**src/tol_pkg.sv**
```systemverilog
package tol_pkg;
   // clock and time base
   localparam int CLK_HZ = 20_000_000;
   localparam int TICK_MS = 10;
   localparam int TICK_CYC = CLK_HZ / 1000 * TICK_MS;
   // multiple device trip release delay, in power-system cycles
   localparam int LINE_HZ = 60;
   localparam int MDT_LINE_CYC = 3;
   localparam int MDT_CYC = CLK_HZ / LINE_HZ * MDT_LINE_CYC;
   // output timer range: 0 to 250 s in 10 ms steps
   localparam int DLY_MAX_S = 250;
   localparam int DLY_STEP_MS = 10;
   localparam int DLY_MAX_TICKS = DLY_MAX_S * 1000 / DLY_STEP_MS;
   // sizes
   localparam int NUM_ELEM = 9;
   localparam int NUM_OUT = 6;
   localparam int NUM_SIG = 16;
   localparam int NUM_PIN = 6;
   localparam int NUM_PHASE = 3;
   localparam int DLY_W = 15;
   localparam int CNT_W = 24;
   // element bit positions in the trip mask
   localparam int EL_TOC_PH = 0;
   localparam int EL_TOC_GND = 1;
   localparam int EL_IOC_PH1 = 2;
   localparam int EL_IOC_PH2 = 3;
   localparam int EL_IOC_PH3 = 4;
   localparam int EL_IOC_GND1 = 5;
   localparam int EL_IOC_GND2 = 6;
   localparam int EL_IOC_GND3 = 7;
   localparam int EL_NEG_SEQ = 8;
   // register byte offsets
   localparam logic [7:0] OFF_MASK = 8'h00;
   localparam logic [7:0] OFF_CTRL = 8'h04;
   localparam logic [7:0] OFF_GATE = 8'h08;
   localparam logic [7:0] OFF_STAT = 8'h0C;
   localparam logic [2:0] GRP_FIXED = 3'h0;
   localparam logic [2:0] GRP_MAP = 3'h1;
   localparam logic [2:0] GRP_PICKUP = 3'h2;
   localparam logic [2:0] GRP_DROPOUT = 3'h3;
   // control register fields
   localparam int CTRL_MDT = 0;
   localparam int CTRL_TRIP_NC = 1;
   localparam int CTRL_OUT1_NC = 2;
   localparam int CTRL_OUT2_NC = 3;
   localparam int CTRL_W = 4;
   // reset values
   localparam logic [NUM_ELEM-1:0] MASK_RST = 9'h1FF;
   localparam logic [CTRL_W-1:0] CTRL_RST = 4'h0;
   localparam logic [NUM_OUT-1:0] GATE_RST = 6'h00;
   localparam logic [NUM_SIG-1:0] MAP_RST = 16'h0000;
   localparam logic [DLY_W-1:0] DLY_RST = 15'h0000;

   typedef enum logic [0:0] {
      BUS_IDLE = 1'b0,
      BUS_READ = 1'b1
   } tol_bus_e;

   typedef enum logic [1:0] {
      TMR_OFF = 2'b00,
      TMR_PICK = 2'b01,
      TMR_ON = 2'b10,
      TMR_DROP = 2'b11
   } tol_tmr_e;
endpackage

```
**src/tol_tmr_if.sv**
```systemverilog
`timescale 1ns/10ps
interface tol_tmr_if import tol_pkg::*; ();
   logic tick;
   logic comb;
   logic [DLY_W-1:0] pickup;
   logic [DLY_W-1:0] dropout;
   logic active;
   modport ctl (output tick, comb, pickup, dropout, input active);
   modport tmr (input tick, comb, pickup, dropout, output active);
endinterface

```
**src/tol_top.sv**
```systemverilog
// The address map and the AHB-Lite register port are this design's own decisions.
`timescale 1ns/10ps
module tol_top import tol_pkg::*; #(
   parameter logic [CNT_W-1:0] TICK_CYCLES = CNT_W'(TICK_CYC),
   parameter logic [CNT_W-1:0] MDT_CYCLES = CNT_W'(MDT_CYC)
) (
   input wire logic CLK,
   input wire logic RST_B,
   input wire logic HSEL,
   input wire logic [31:0] HADDR,
   input wire logic [1:0] HTRANS,
   input wire logic HWRITE,
   input wire logic [2:0] HSIZE,
   input wire logic [31:0] HWDATA,
   input wire logic HREADY,
   output logic [31:0] HRDATA,
   output logic HREADYOUT,
   output logic HRESP,
   input wire logic [NUM_ELEM-1:0] ELEM_OP,
   input wire logic [NUM_ELEM-1:0] FUNC_LOGIC,
   input wire logic [NUM_PHASE-1:0] CUR_LOW,
   input wire logic BREAKER_CLOSED_AUX,
   input wire logic BREAKER_OPEN_AUX,
   input wire logic [NUM_PIN-1:0] PIN_POS,
   input wire logic PIN6_NEG,
   input wire logic [NUM_SIG-1:0] LOGIC_SIG,
   output logic TRIP_CONTACT,
   output logic [NUM_OUT-1:0] OUT_CONTACT,
   output logic [NUM_PIN-1:0] PIN_STATE,
   output logic [NUM_ELEM-1:0] FUNC_EN
);
   // bus state
   tol_bus_e bus_reg;
   logic wr_pend_reg;
   logic [7:0] addr_reg;
   logic [31:0] hrdata_reg;
   logic hready_reg;
   // configuration
   logic [NUM_ELEM-1:0] mask_reg;
   logic [CTRL_W-1:0] ctrl_reg;
   logic [NUM_OUT-1:0] gate_reg;
   logic [NUM_SIG-1:0] map_reg [NUM_OUT];
   logic [DLY_W-1:0] pu_reg [NUM_OUT];
   logic [DLY_W-1:0] dr_reg [NUM_OUT];
   // protection state
   logic trip_reg;
   logic [CNT_W-1:0] mdt_cnt_reg;
   logic [CNT_W-1:0] tick_cnt_reg;
   logic tick_reg;
   logic [NUM_ELEM-1:0] func_en_reg;
   logic [NUM_PIN-1:0] pin_reg;
   logic trip_out_reg;
   logic [NUM_OUT-1:0] out_reg;
   logic [NUM_OUT-1:0] out_act;
   logic [NUM_OUT-1:0] comb;

   // address phase decode
   wire logic addr_ok = HSEL && HREADY && HTRANS[1];
   wire logic rd_req = addr_ok && !HWRITE;
   wire logic [2:0] grp = addr_reg[7:5];
   wire logic [2:0] idx = addr_reg[4:2];
   wire logic idx_ok = (idx < 3'(NUM_OUT)) && (addr_reg[1:0] == 2'b00);
   wire logic wr_mask = wr_pend_reg && addr_reg == OFF_MASK;
   wire logic wr_ctrl = wr_pend_reg && addr_reg == OFF_CTRL;
   wire logic wr_gate = wr_pend_reg && addr_reg == OFF_GATE;
   wire logic wr_arr = wr_pend_reg && idx_ok;
   wire logic [DLY_W-1:0] dly_wr = (HWDATA[DLY_W-1:0] > DLY_W'(DLY_MAX_TICKS)) ?
                                   DLY_W'(DLY_MAX_TICKS) : HWDATA[DLY_W-1:0];
   wire tol_bus_e bus_next = rd_req ? BUS_READ : BUS_IDLE;

   // read data selection
   wire logic [31:0] stat_word = {19'h0_0000, pin_reg, out_act, trip_reg};
   wire logic [31:0] fixed_rd = (addr_reg == OFF_MASK) ? 32'(mask_reg) :
                                (addr_reg == OFF_CTRL) ? 32'(ctrl_reg) :
                                (addr_reg == OFF_GATE) ? 32'(gate_reg) :
                                (addr_reg == OFF_STAT) ? stat_word : 32'h0000_0000;
   wire logic [31:0] arr_rd = !idx_ok ? 32'h0000_0000 :
                              (grp == GRP_MAP) ? 32'(map_reg[idx]) :
                              (grp == GRP_PICKUP) ? 32'(pu_reg[idx]) :
                              (grp == GRP_DROPOUT) ? 32'(dr_reg[idx]) : 32'h0000_0000;
   wire logic [31:0] rd_data = (grp == GRP_FIXED) ? fixed_rd : arr_rd;

   // bus handshake: writes zero wait, reads one wait
   always_ff @(posedge CLK) begin
      if (!RST_B) begin
         bus_reg <= BUS_IDLE;
         wr_pend_reg <= 1'b0;
         addr_reg <= 8'h00;
         hready_reg <= 1'b1;
      end else begin
         bus_reg <= bus_next;
         wr_pend_reg <= addr_ok && HWRITE;
         addr_reg <= addr_ok ? HADDR[7:0] : addr_reg;
         hready_reg <= (bus_next == BUS_IDLE);
      end
   end

   // read data register
   always_ff @(posedge CLK) begin
      if (!RST_B) begin
         hrdata_reg <= 32'h0000_0000;
      end else if (bus_reg == BUS_READ) begin
         hrdata_reg <= rd_data;
      end
   end

   assign HRDATA = hrdata_reg;
   assign HREADYOUT = hready_reg;
   assign HRESP = 1'b0;

   // fixed configuration registers
   always_ff @(posedge CLK) begin
      if (!RST_B) begin
         mask_reg <= MASK_RST;
         ctrl_reg <= CTRL_RST;
         gate_reg <= GATE_RST;
      end else begin
         mask_reg <= wr_mask ? HWDATA[NUM_ELEM-1:0] : mask_reg;
         ctrl_reg <= wr_ctrl ? HWDATA[CTRL_W-1:0] : ctrl_reg;
         gate_reg <= wr_gate ? HWDATA[NUM_OUT-1:0] : gate_reg;
      end
   end

   // per-output mapping and timer settings
   always_ff @(posedge CLK) begin
      for (int i = 0; i < NUM_OUT; i++) begin
         if (!RST_B) begin
            map_reg[i] <= MAP_RST;
            pu_reg[i] <= DLY_RST;
            dr_reg[i] <= DLY_RST;
         end else if (wr_arr && idx == 3'(i)) begin
            if (grp == GRP_MAP) map_reg[i] <= HWDATA[NUM_SIG-1:0];
            if (grp == GRP_PICKUP) pu_reg[i] <= dly_wr;
            if (grp == GRP_DROPOUT) dr_reg[i] <= dly_wr;
         end
      end
   end

   // 10 ms time base
   wire logic tick_wrap = (tick_cnt_reg >= TICK_CYCLES - 24'h00_0001);
   always_ff @(posedge CLK) begin
      if (!RST_B) begin
         tick_cnt_reg <= '0;
         tick_reg <= 1'b0;
      end else begin
         tick_cnt_reg <= tick_wrap ? '0 : tick_cnt_reg + 24'h00_0001;
         tick_reg <= tick_wrap;
      end
   end

   // physical inputs and function enables
   wire logic [NUM_PIN-1:0] pin_next = {PIN_POS[5] & PIN6_NEG, PIN_POS[4:0]};
   always_ff @(posedge CLK) begin
      if (!RST_B) begin
         pin_reg <= '0;
         func_en_reg <= '0;
      end else begin
         pin_reg <= pin_next;
         func_en_reg <= FUNC_LOGIC;
      end
   end
   assign PIN_STATE = pin_reg;
   assign FUNC_EN = func_en_reg;

   // master trip seal-in and release
   wire logic mdt = ctrl_reg[CTRL_MDT];
   wire logic all_low = &CUR_LOW;
   wire logic trip_set = |(ELEM_OP & mask_reg & func_en_reg);
   wire logic brk_open = BREAKER_OPEN_AUX && !BREAKER_CLOSED_AUX;
   wire logic release_ok = all_low && brk_open;
   wire logic mdt_done = all_low && (mdt_cnt_reg >= MDT_CYCLES - 24'h00_0001);
   wire logic trip_drop = mdt ? mdt_done : release_ok;
   wire logic trip_next = trip_set || (trip_reg && !trip_drop);
   wire logic [CNT_W-1:0] mdt_cnt_next = (trip_reg && mdt && all_low) ?
                                          mdt_cnt_reg + 24'h00_0001 : '0;
   always_ff @(posedge CLK) begin
      if (!RST_B) begin
         trip_reg <= 1'b0;
         mdt_cnt_reg <= '0;
      end else begin
         trip_reg <= trip_next;
         mdt_cnt_reg <= mdt_cnt_next;
      end
   end

   // programmable output gates and delay timers
   generate
      for (genvar g = 0; g < NUM_OUT; g++) begin : g_out
         tol_tmr_if tif ();
         wire logic [NUM_SIG-1:0] hit = LOGIC_SIG & map_reg[g];
         assign comb[g] = gate_reg[g] ? ((hit == map_reg[g]) && (|map_reg[g])) : (|hit);
         assign tif.tick = tick_reg;
         assign tif.comb = comb[g];
         assign tif.pickup = pu_reg[g];
         assign tif.dropout = dr_reg[g];
         assign out_act[g] = tif.active;
         tol_delay_tmr u_tmr (
            .CLK(CLK),
            .RST_B(RST_B),
            .t(tif.tmr)
         );
      end
   endgenerate

   // contact sense
   wire logic [NUM_OUT-1:0] out_sense = {4'h0, ctrl_reg[CTRL_OUT2_NC], ctrl_reg[CTRL_OUT1_NC]};
   always_ff @(posedge CLK) begin
      if (!RST_B) begin
         trip_out_reg <= 1'b0;
         out_reg <= '0;
      end else begin
         trip_out_reg <= trip_reg ^ ctrl_reg[CTRL_TRIP_NC];
         out_reg <= out_act ^ out_sense;
      end
   end
   assign TRIP_CONTACT = trip_out_reg;
   assign OUT_CONTACT = out_reg;
endmodule

```
**src/tol_delay_tmr.sv**
```systemverilog
`timescale 1ns/10ps
module tol_delay_tmr import tol_pkg::*; (
   input wire logic CLK,
   input wire logic RST_B,
   tol_tmr_if.tmr t
);
   tol_tmr_e state_reg;
   tol_tmr_e state_next;
   logic [DLY_W-1:0] cnt_reg;
   logic [DLY_W-1:0] cnt_next;

   wire logic [DLY_W-1:0] cnt_inc = cnt_reg + 15'h0001;
   wire logic pu_done = t.tick && (cnt_inc >= t.pickup);
   wire logic dr_done = t.tick && (cnt_inc >= t.dropout);

   // pickup and dropout sequencing
   always_comb begin
      state_next = state_reg;
      cnt_next = cnt_reg;
      unique case (state_reg)
         TMR_OFF: begin
            cnt_next = '0;
            if (t.comb) begin
               state_next = (t.pickup == '0) ? TMR_ON : TMR_PICK;
            end
         end
         TMR_PICK: begin
            if (!t.comb) begin
               state_next = TMR_OFF;
            end else if (pu_done) begin
               state_next = TMR_ON;
            end else if (t.tick) begin
               cnt_next = cnt_inc;
            end
         end
         TMR_ON: begin
            cnt_next = '0;
            if (!t.comb) begin
               state_next = (t.dropout == '0) ? TMR_OFF : TMR_DROP;
            end
         end
         TMR_DROP: begin
            if (t.comb) begin
               state_next = TMR_ON;
            end else if (dr_done) begin
               state_next = TMR_OFF;
            end else if (t.tick) begin
               cnt_next = cnt_inc;
            end
         end
      endcase
   end

   // state and count
   always_ff @(posedge CLK) begin
      if (!RST_B) begin
         state_reg <= TMR_OFF;
         cnt_reg <= '0;
      end else begin
         state_reg <= state_next;
         cnt_reg <= cnt_next;
      end
   end

   assign t.active = state_reg[1];
endmodule

```
**config.mk**
```make
export PLATFORM = sky130hd
export DESIGN_NAME = tol_top
export DESIGN_NICKNAME = d
export VERILOG_FILES = /design/src/tol_pkg.sv /design/src/tol_tmr_if.sv /design/src/tol_top.sv /design/src/tol_delay_tmr.sv
export SDC_FILE = /design/constraint.sdc
export NUM_CORES = 1
export LEC_CHECK = 0
export BUFFER_PORTS_ARGS = -buffer_cell sky130_fd_sc_hd__buf_2
export CAP_MARGIN = 20
export CORE_UTILIZATION = 45
export DETAILED_ROUTE_END_ITERATION = 16
export PLACE_DENSITY = 0.66
export SETUP_SLACK_MARGIN = 0.1
export SLEW_MARGIN = 25
export SYNTH_ARGS = -nofsm -noshare
export SYNTH_HDL_FRONTEND = slang
export SYNTH_SLANG_ARGS = --single-unit
```
**constraint.sdc**
```tcl
create_clock -name CLK -period 12.5 [get_ports CLK]
set_input_delay 1.25 -clock CLK [delete_from_list [all_inputs] [get_ports CLK]]
set_output_delay 1.25 -clock CLK [all_outputs]
set_load 0.01 [all_outputs]
```
==> results.txt <==
worst skew pair latency: 630 ps
filler instances: 5864
setup tns final: 0 ps
CTS resizes: 0
Die Width: 257.0 µm
Register-to-Register Setup Slack: 7610 ps
antenna-violating nets left: 0
hold_buf cts: 0
max reg flops: 96
status: complete, no violations
Layout area overhead: 10.38%
FF+latch count, synth: 499
post-synthesis simple-gate area fraction: 18.98%
commonest non-fill, non-tap cell in the layout: nor2_1
gp weighted congestion: 1.011
Core Footprint: 0.06435 mm²
CTS tree: done
Worst Tran Pin Value: 1158 ps
Die H: 257.0 µm
maximum fanout along the worst path: 27
initial core utilization: 45.46%
DRT iter0 DRCs: 2980
sequential-to-total area share from yosys stat: 43.60%
DRC viols: 0
Die Area: 0.06603 mm²
f_max: 0.2045 GHz
H-tree depth: 2
clk root buf: clkbuf_16
share of layout cells above drive strength 1: 11.43%
placed cells: 3881
post-route non-filler standard cell count: 3988
post-CTS setup repair buffer count: 0
vias in the first global route: 23400
Slew headroom: 22.30%
Worst Setup Slack post-DPL: 7674 ps
drt wl/cell: 25.23 µm
commonest non-fill, non-tap cells in the layout: nor2_1 (352), edfxtp_1 (276), dfxtp_1 (219)
WP data arrival: 5430 ps
clk_skew: 33.30 ps
Worst EP required: 13050 ps
Net count, final: 3394
RSZ-0062 raised after global routing: false
Synth Cell Area: 0.02925 mm²
initial antenna violation count: 4
Post-synth EDFFs: 276
maximum vdd drop: 0.1034 mV
Core Rows: 93
number of port buffers: 114
Synth Area in XOR/XNOR: 3.833%
Synthesis Warnings: 0
Top FF cell, synth: edfxtp_1
max_cap viols: 0
mux share of post-synthesis cell area: 7.041%
CTS clock-pin slew for the worst setup and hold paths: 60 ps
endpoint type of the worst setup path: flop
CP startpoint kind: flop
Final Max Slew Viols: 0
global-route wire length before repair: 147.6 mm
largest net degree at the start of global routing: 77
Initial DRT Pass Iterations: 6
fin crit period: 4889 ps
main combinational cell family by area after synthesis: simple AND/OR/NAND/NOR gates
Adder-Cell Fraction of Synth Area: 8.085%
total congestion overflow: 0
cell area after layout: 0.03229 mm²
via count: 24700
routed vias/inst: 6.193
Compound-Gate Fraction of Synth Area: 13.03%
Clock Sinks: 499
maximum root-to-sink buffer count: 3
Global Route Usage Sum: 29.82%
LEAKAGE: 0.01310 µW
Routed WL: 100.6 mm
placed cell area: 0.03043 mm²
Syn Inst Count: 3033
Netlist cell types: 79
syn avg cell area: 9.644 µm²
asr flop ratio synth: 0%
period utilisation layout: 39.11%
critical path type: reg -> reg
CTS buffer count: 57
worst min path class: reg -> reg
Worst Setup Slack, final: 7611 ps
final hold vios: 0
pwr dens: 123.8 mW/mm²
io pins: 176
HPWL after detailed placement: 74.65 mm
Final setup viols: 0
[synthesized netlist by cell type (all sizes together), types with 68 or more instances]
cell type	number	area [µm²]
inv	209	784.5
xor2	74	648.1
o21ai	132	660.6
nand3	105	525.5
nor4	68	431.7
clkbuf	116	435.4
edfxtp	276	8288
nand2	199	747.0
dfxtp	223	4464
a21oi	170	850.8
and2	107	669.4
nor2	355	1333
ha	189	2365
[report_power, final]
part / switching (µW) / internal [µW] / leakage [µW] / total (µW)
logic: 298 / 160 / 0.00752 / 457
clock network: 691 / 957 / 0.000916 / 1650
registers: 104 / 1790 / 0.00466 / 1890
total: 1090 / 2900 / 0.0131 / 4000
[per-stage QoR]
step	hold WS [ps]	power (µW)	util (%)
3_3_place_gp	439.6	2349	47.25
3_5_place_dp	464.3	2364	47.29
6_report	473.8	3996	50.17
2_1_floorplan	430.2	2185	-
5_1_grt	519.0	4111	50.17
4_1_cts	478.1	3993	50.16
[kinds of logic after synthesis]
kind of cell / after synthesis
and+or+nand+nor: 1130
other: 1
DFF: 499
buffers and inverters: 383
xor gates and xnor gates: 128
muxes: 125
adders and majority gates: 189
AOI/OAI and AO/OA: 578
[area by class of cell]
| class | count | area (µm²) | share of cell area (%) |
|---|---|---|---|
| Inverter | 212 | 797.0 | 2.469 |
| Antenna cell | 2 | 5.005 | 0.01550 |
| Sequential cell | 499 | 12760 | 39.52 |
| Timing Repair Buffer | 142 | 778.2 | 2.410 |
| Clock buffer | 86 | 1698 | 5.259 |
| Multi-Input combinational cell | 2173 | 15030 | 46.55 |
| Clock inverter | 19 | 150.1 | 0.4650 |
| Tap cell | 855 | 1070 | 3.313 |
[routing by layer]
metal | global-route usage [%] | routed length, µm | vias up
li1 | - | - | 11060
met3 | 7.841 | 11670 | 229
met1 | 40.79 | 41680 | 11970
met5 | 0 | 26 | -
met2 | 44.61 | 43040 | 1432
met4 | 12.33 | 4198 | 4
[worst max-delay path: stages, from the launching register on]
cell	delay [ps]
dfxtp_1	470
ha_1	280
nand3_1	190
or2_2	380
nor2_1	120
nand3_1	160
or2_2	380
or2_2	330
xnor2_1	250
ha_1	300
nand4_1	130
nor2_1	80
a21oi_1	150
o211ai_1	110
a31o_2	260
o32a_1	630
or3_1	430
a21oi_1	160
[path summary, 6_finish.rpt]
path / start / endpoint / cells after the start
hold reg to reg: tick_cnt_reg[0] / tick_cnt_reg[0] / 1
setup / recovery: g_out[5].u_tmr.cnt_reg[0] / g_out[5].u_tmr.cnt_reg[14] / 17
hold / removal: tick_cnt_reg[0] / tick_cnt_reg[0] / 1
setup reg to reg: g_out[5].u_tmr.cnt_reg[0] / g_out[5].u_tmr.cnt_reg[14] / 17
Note: power is estimated with default switching activity, not from simulation.
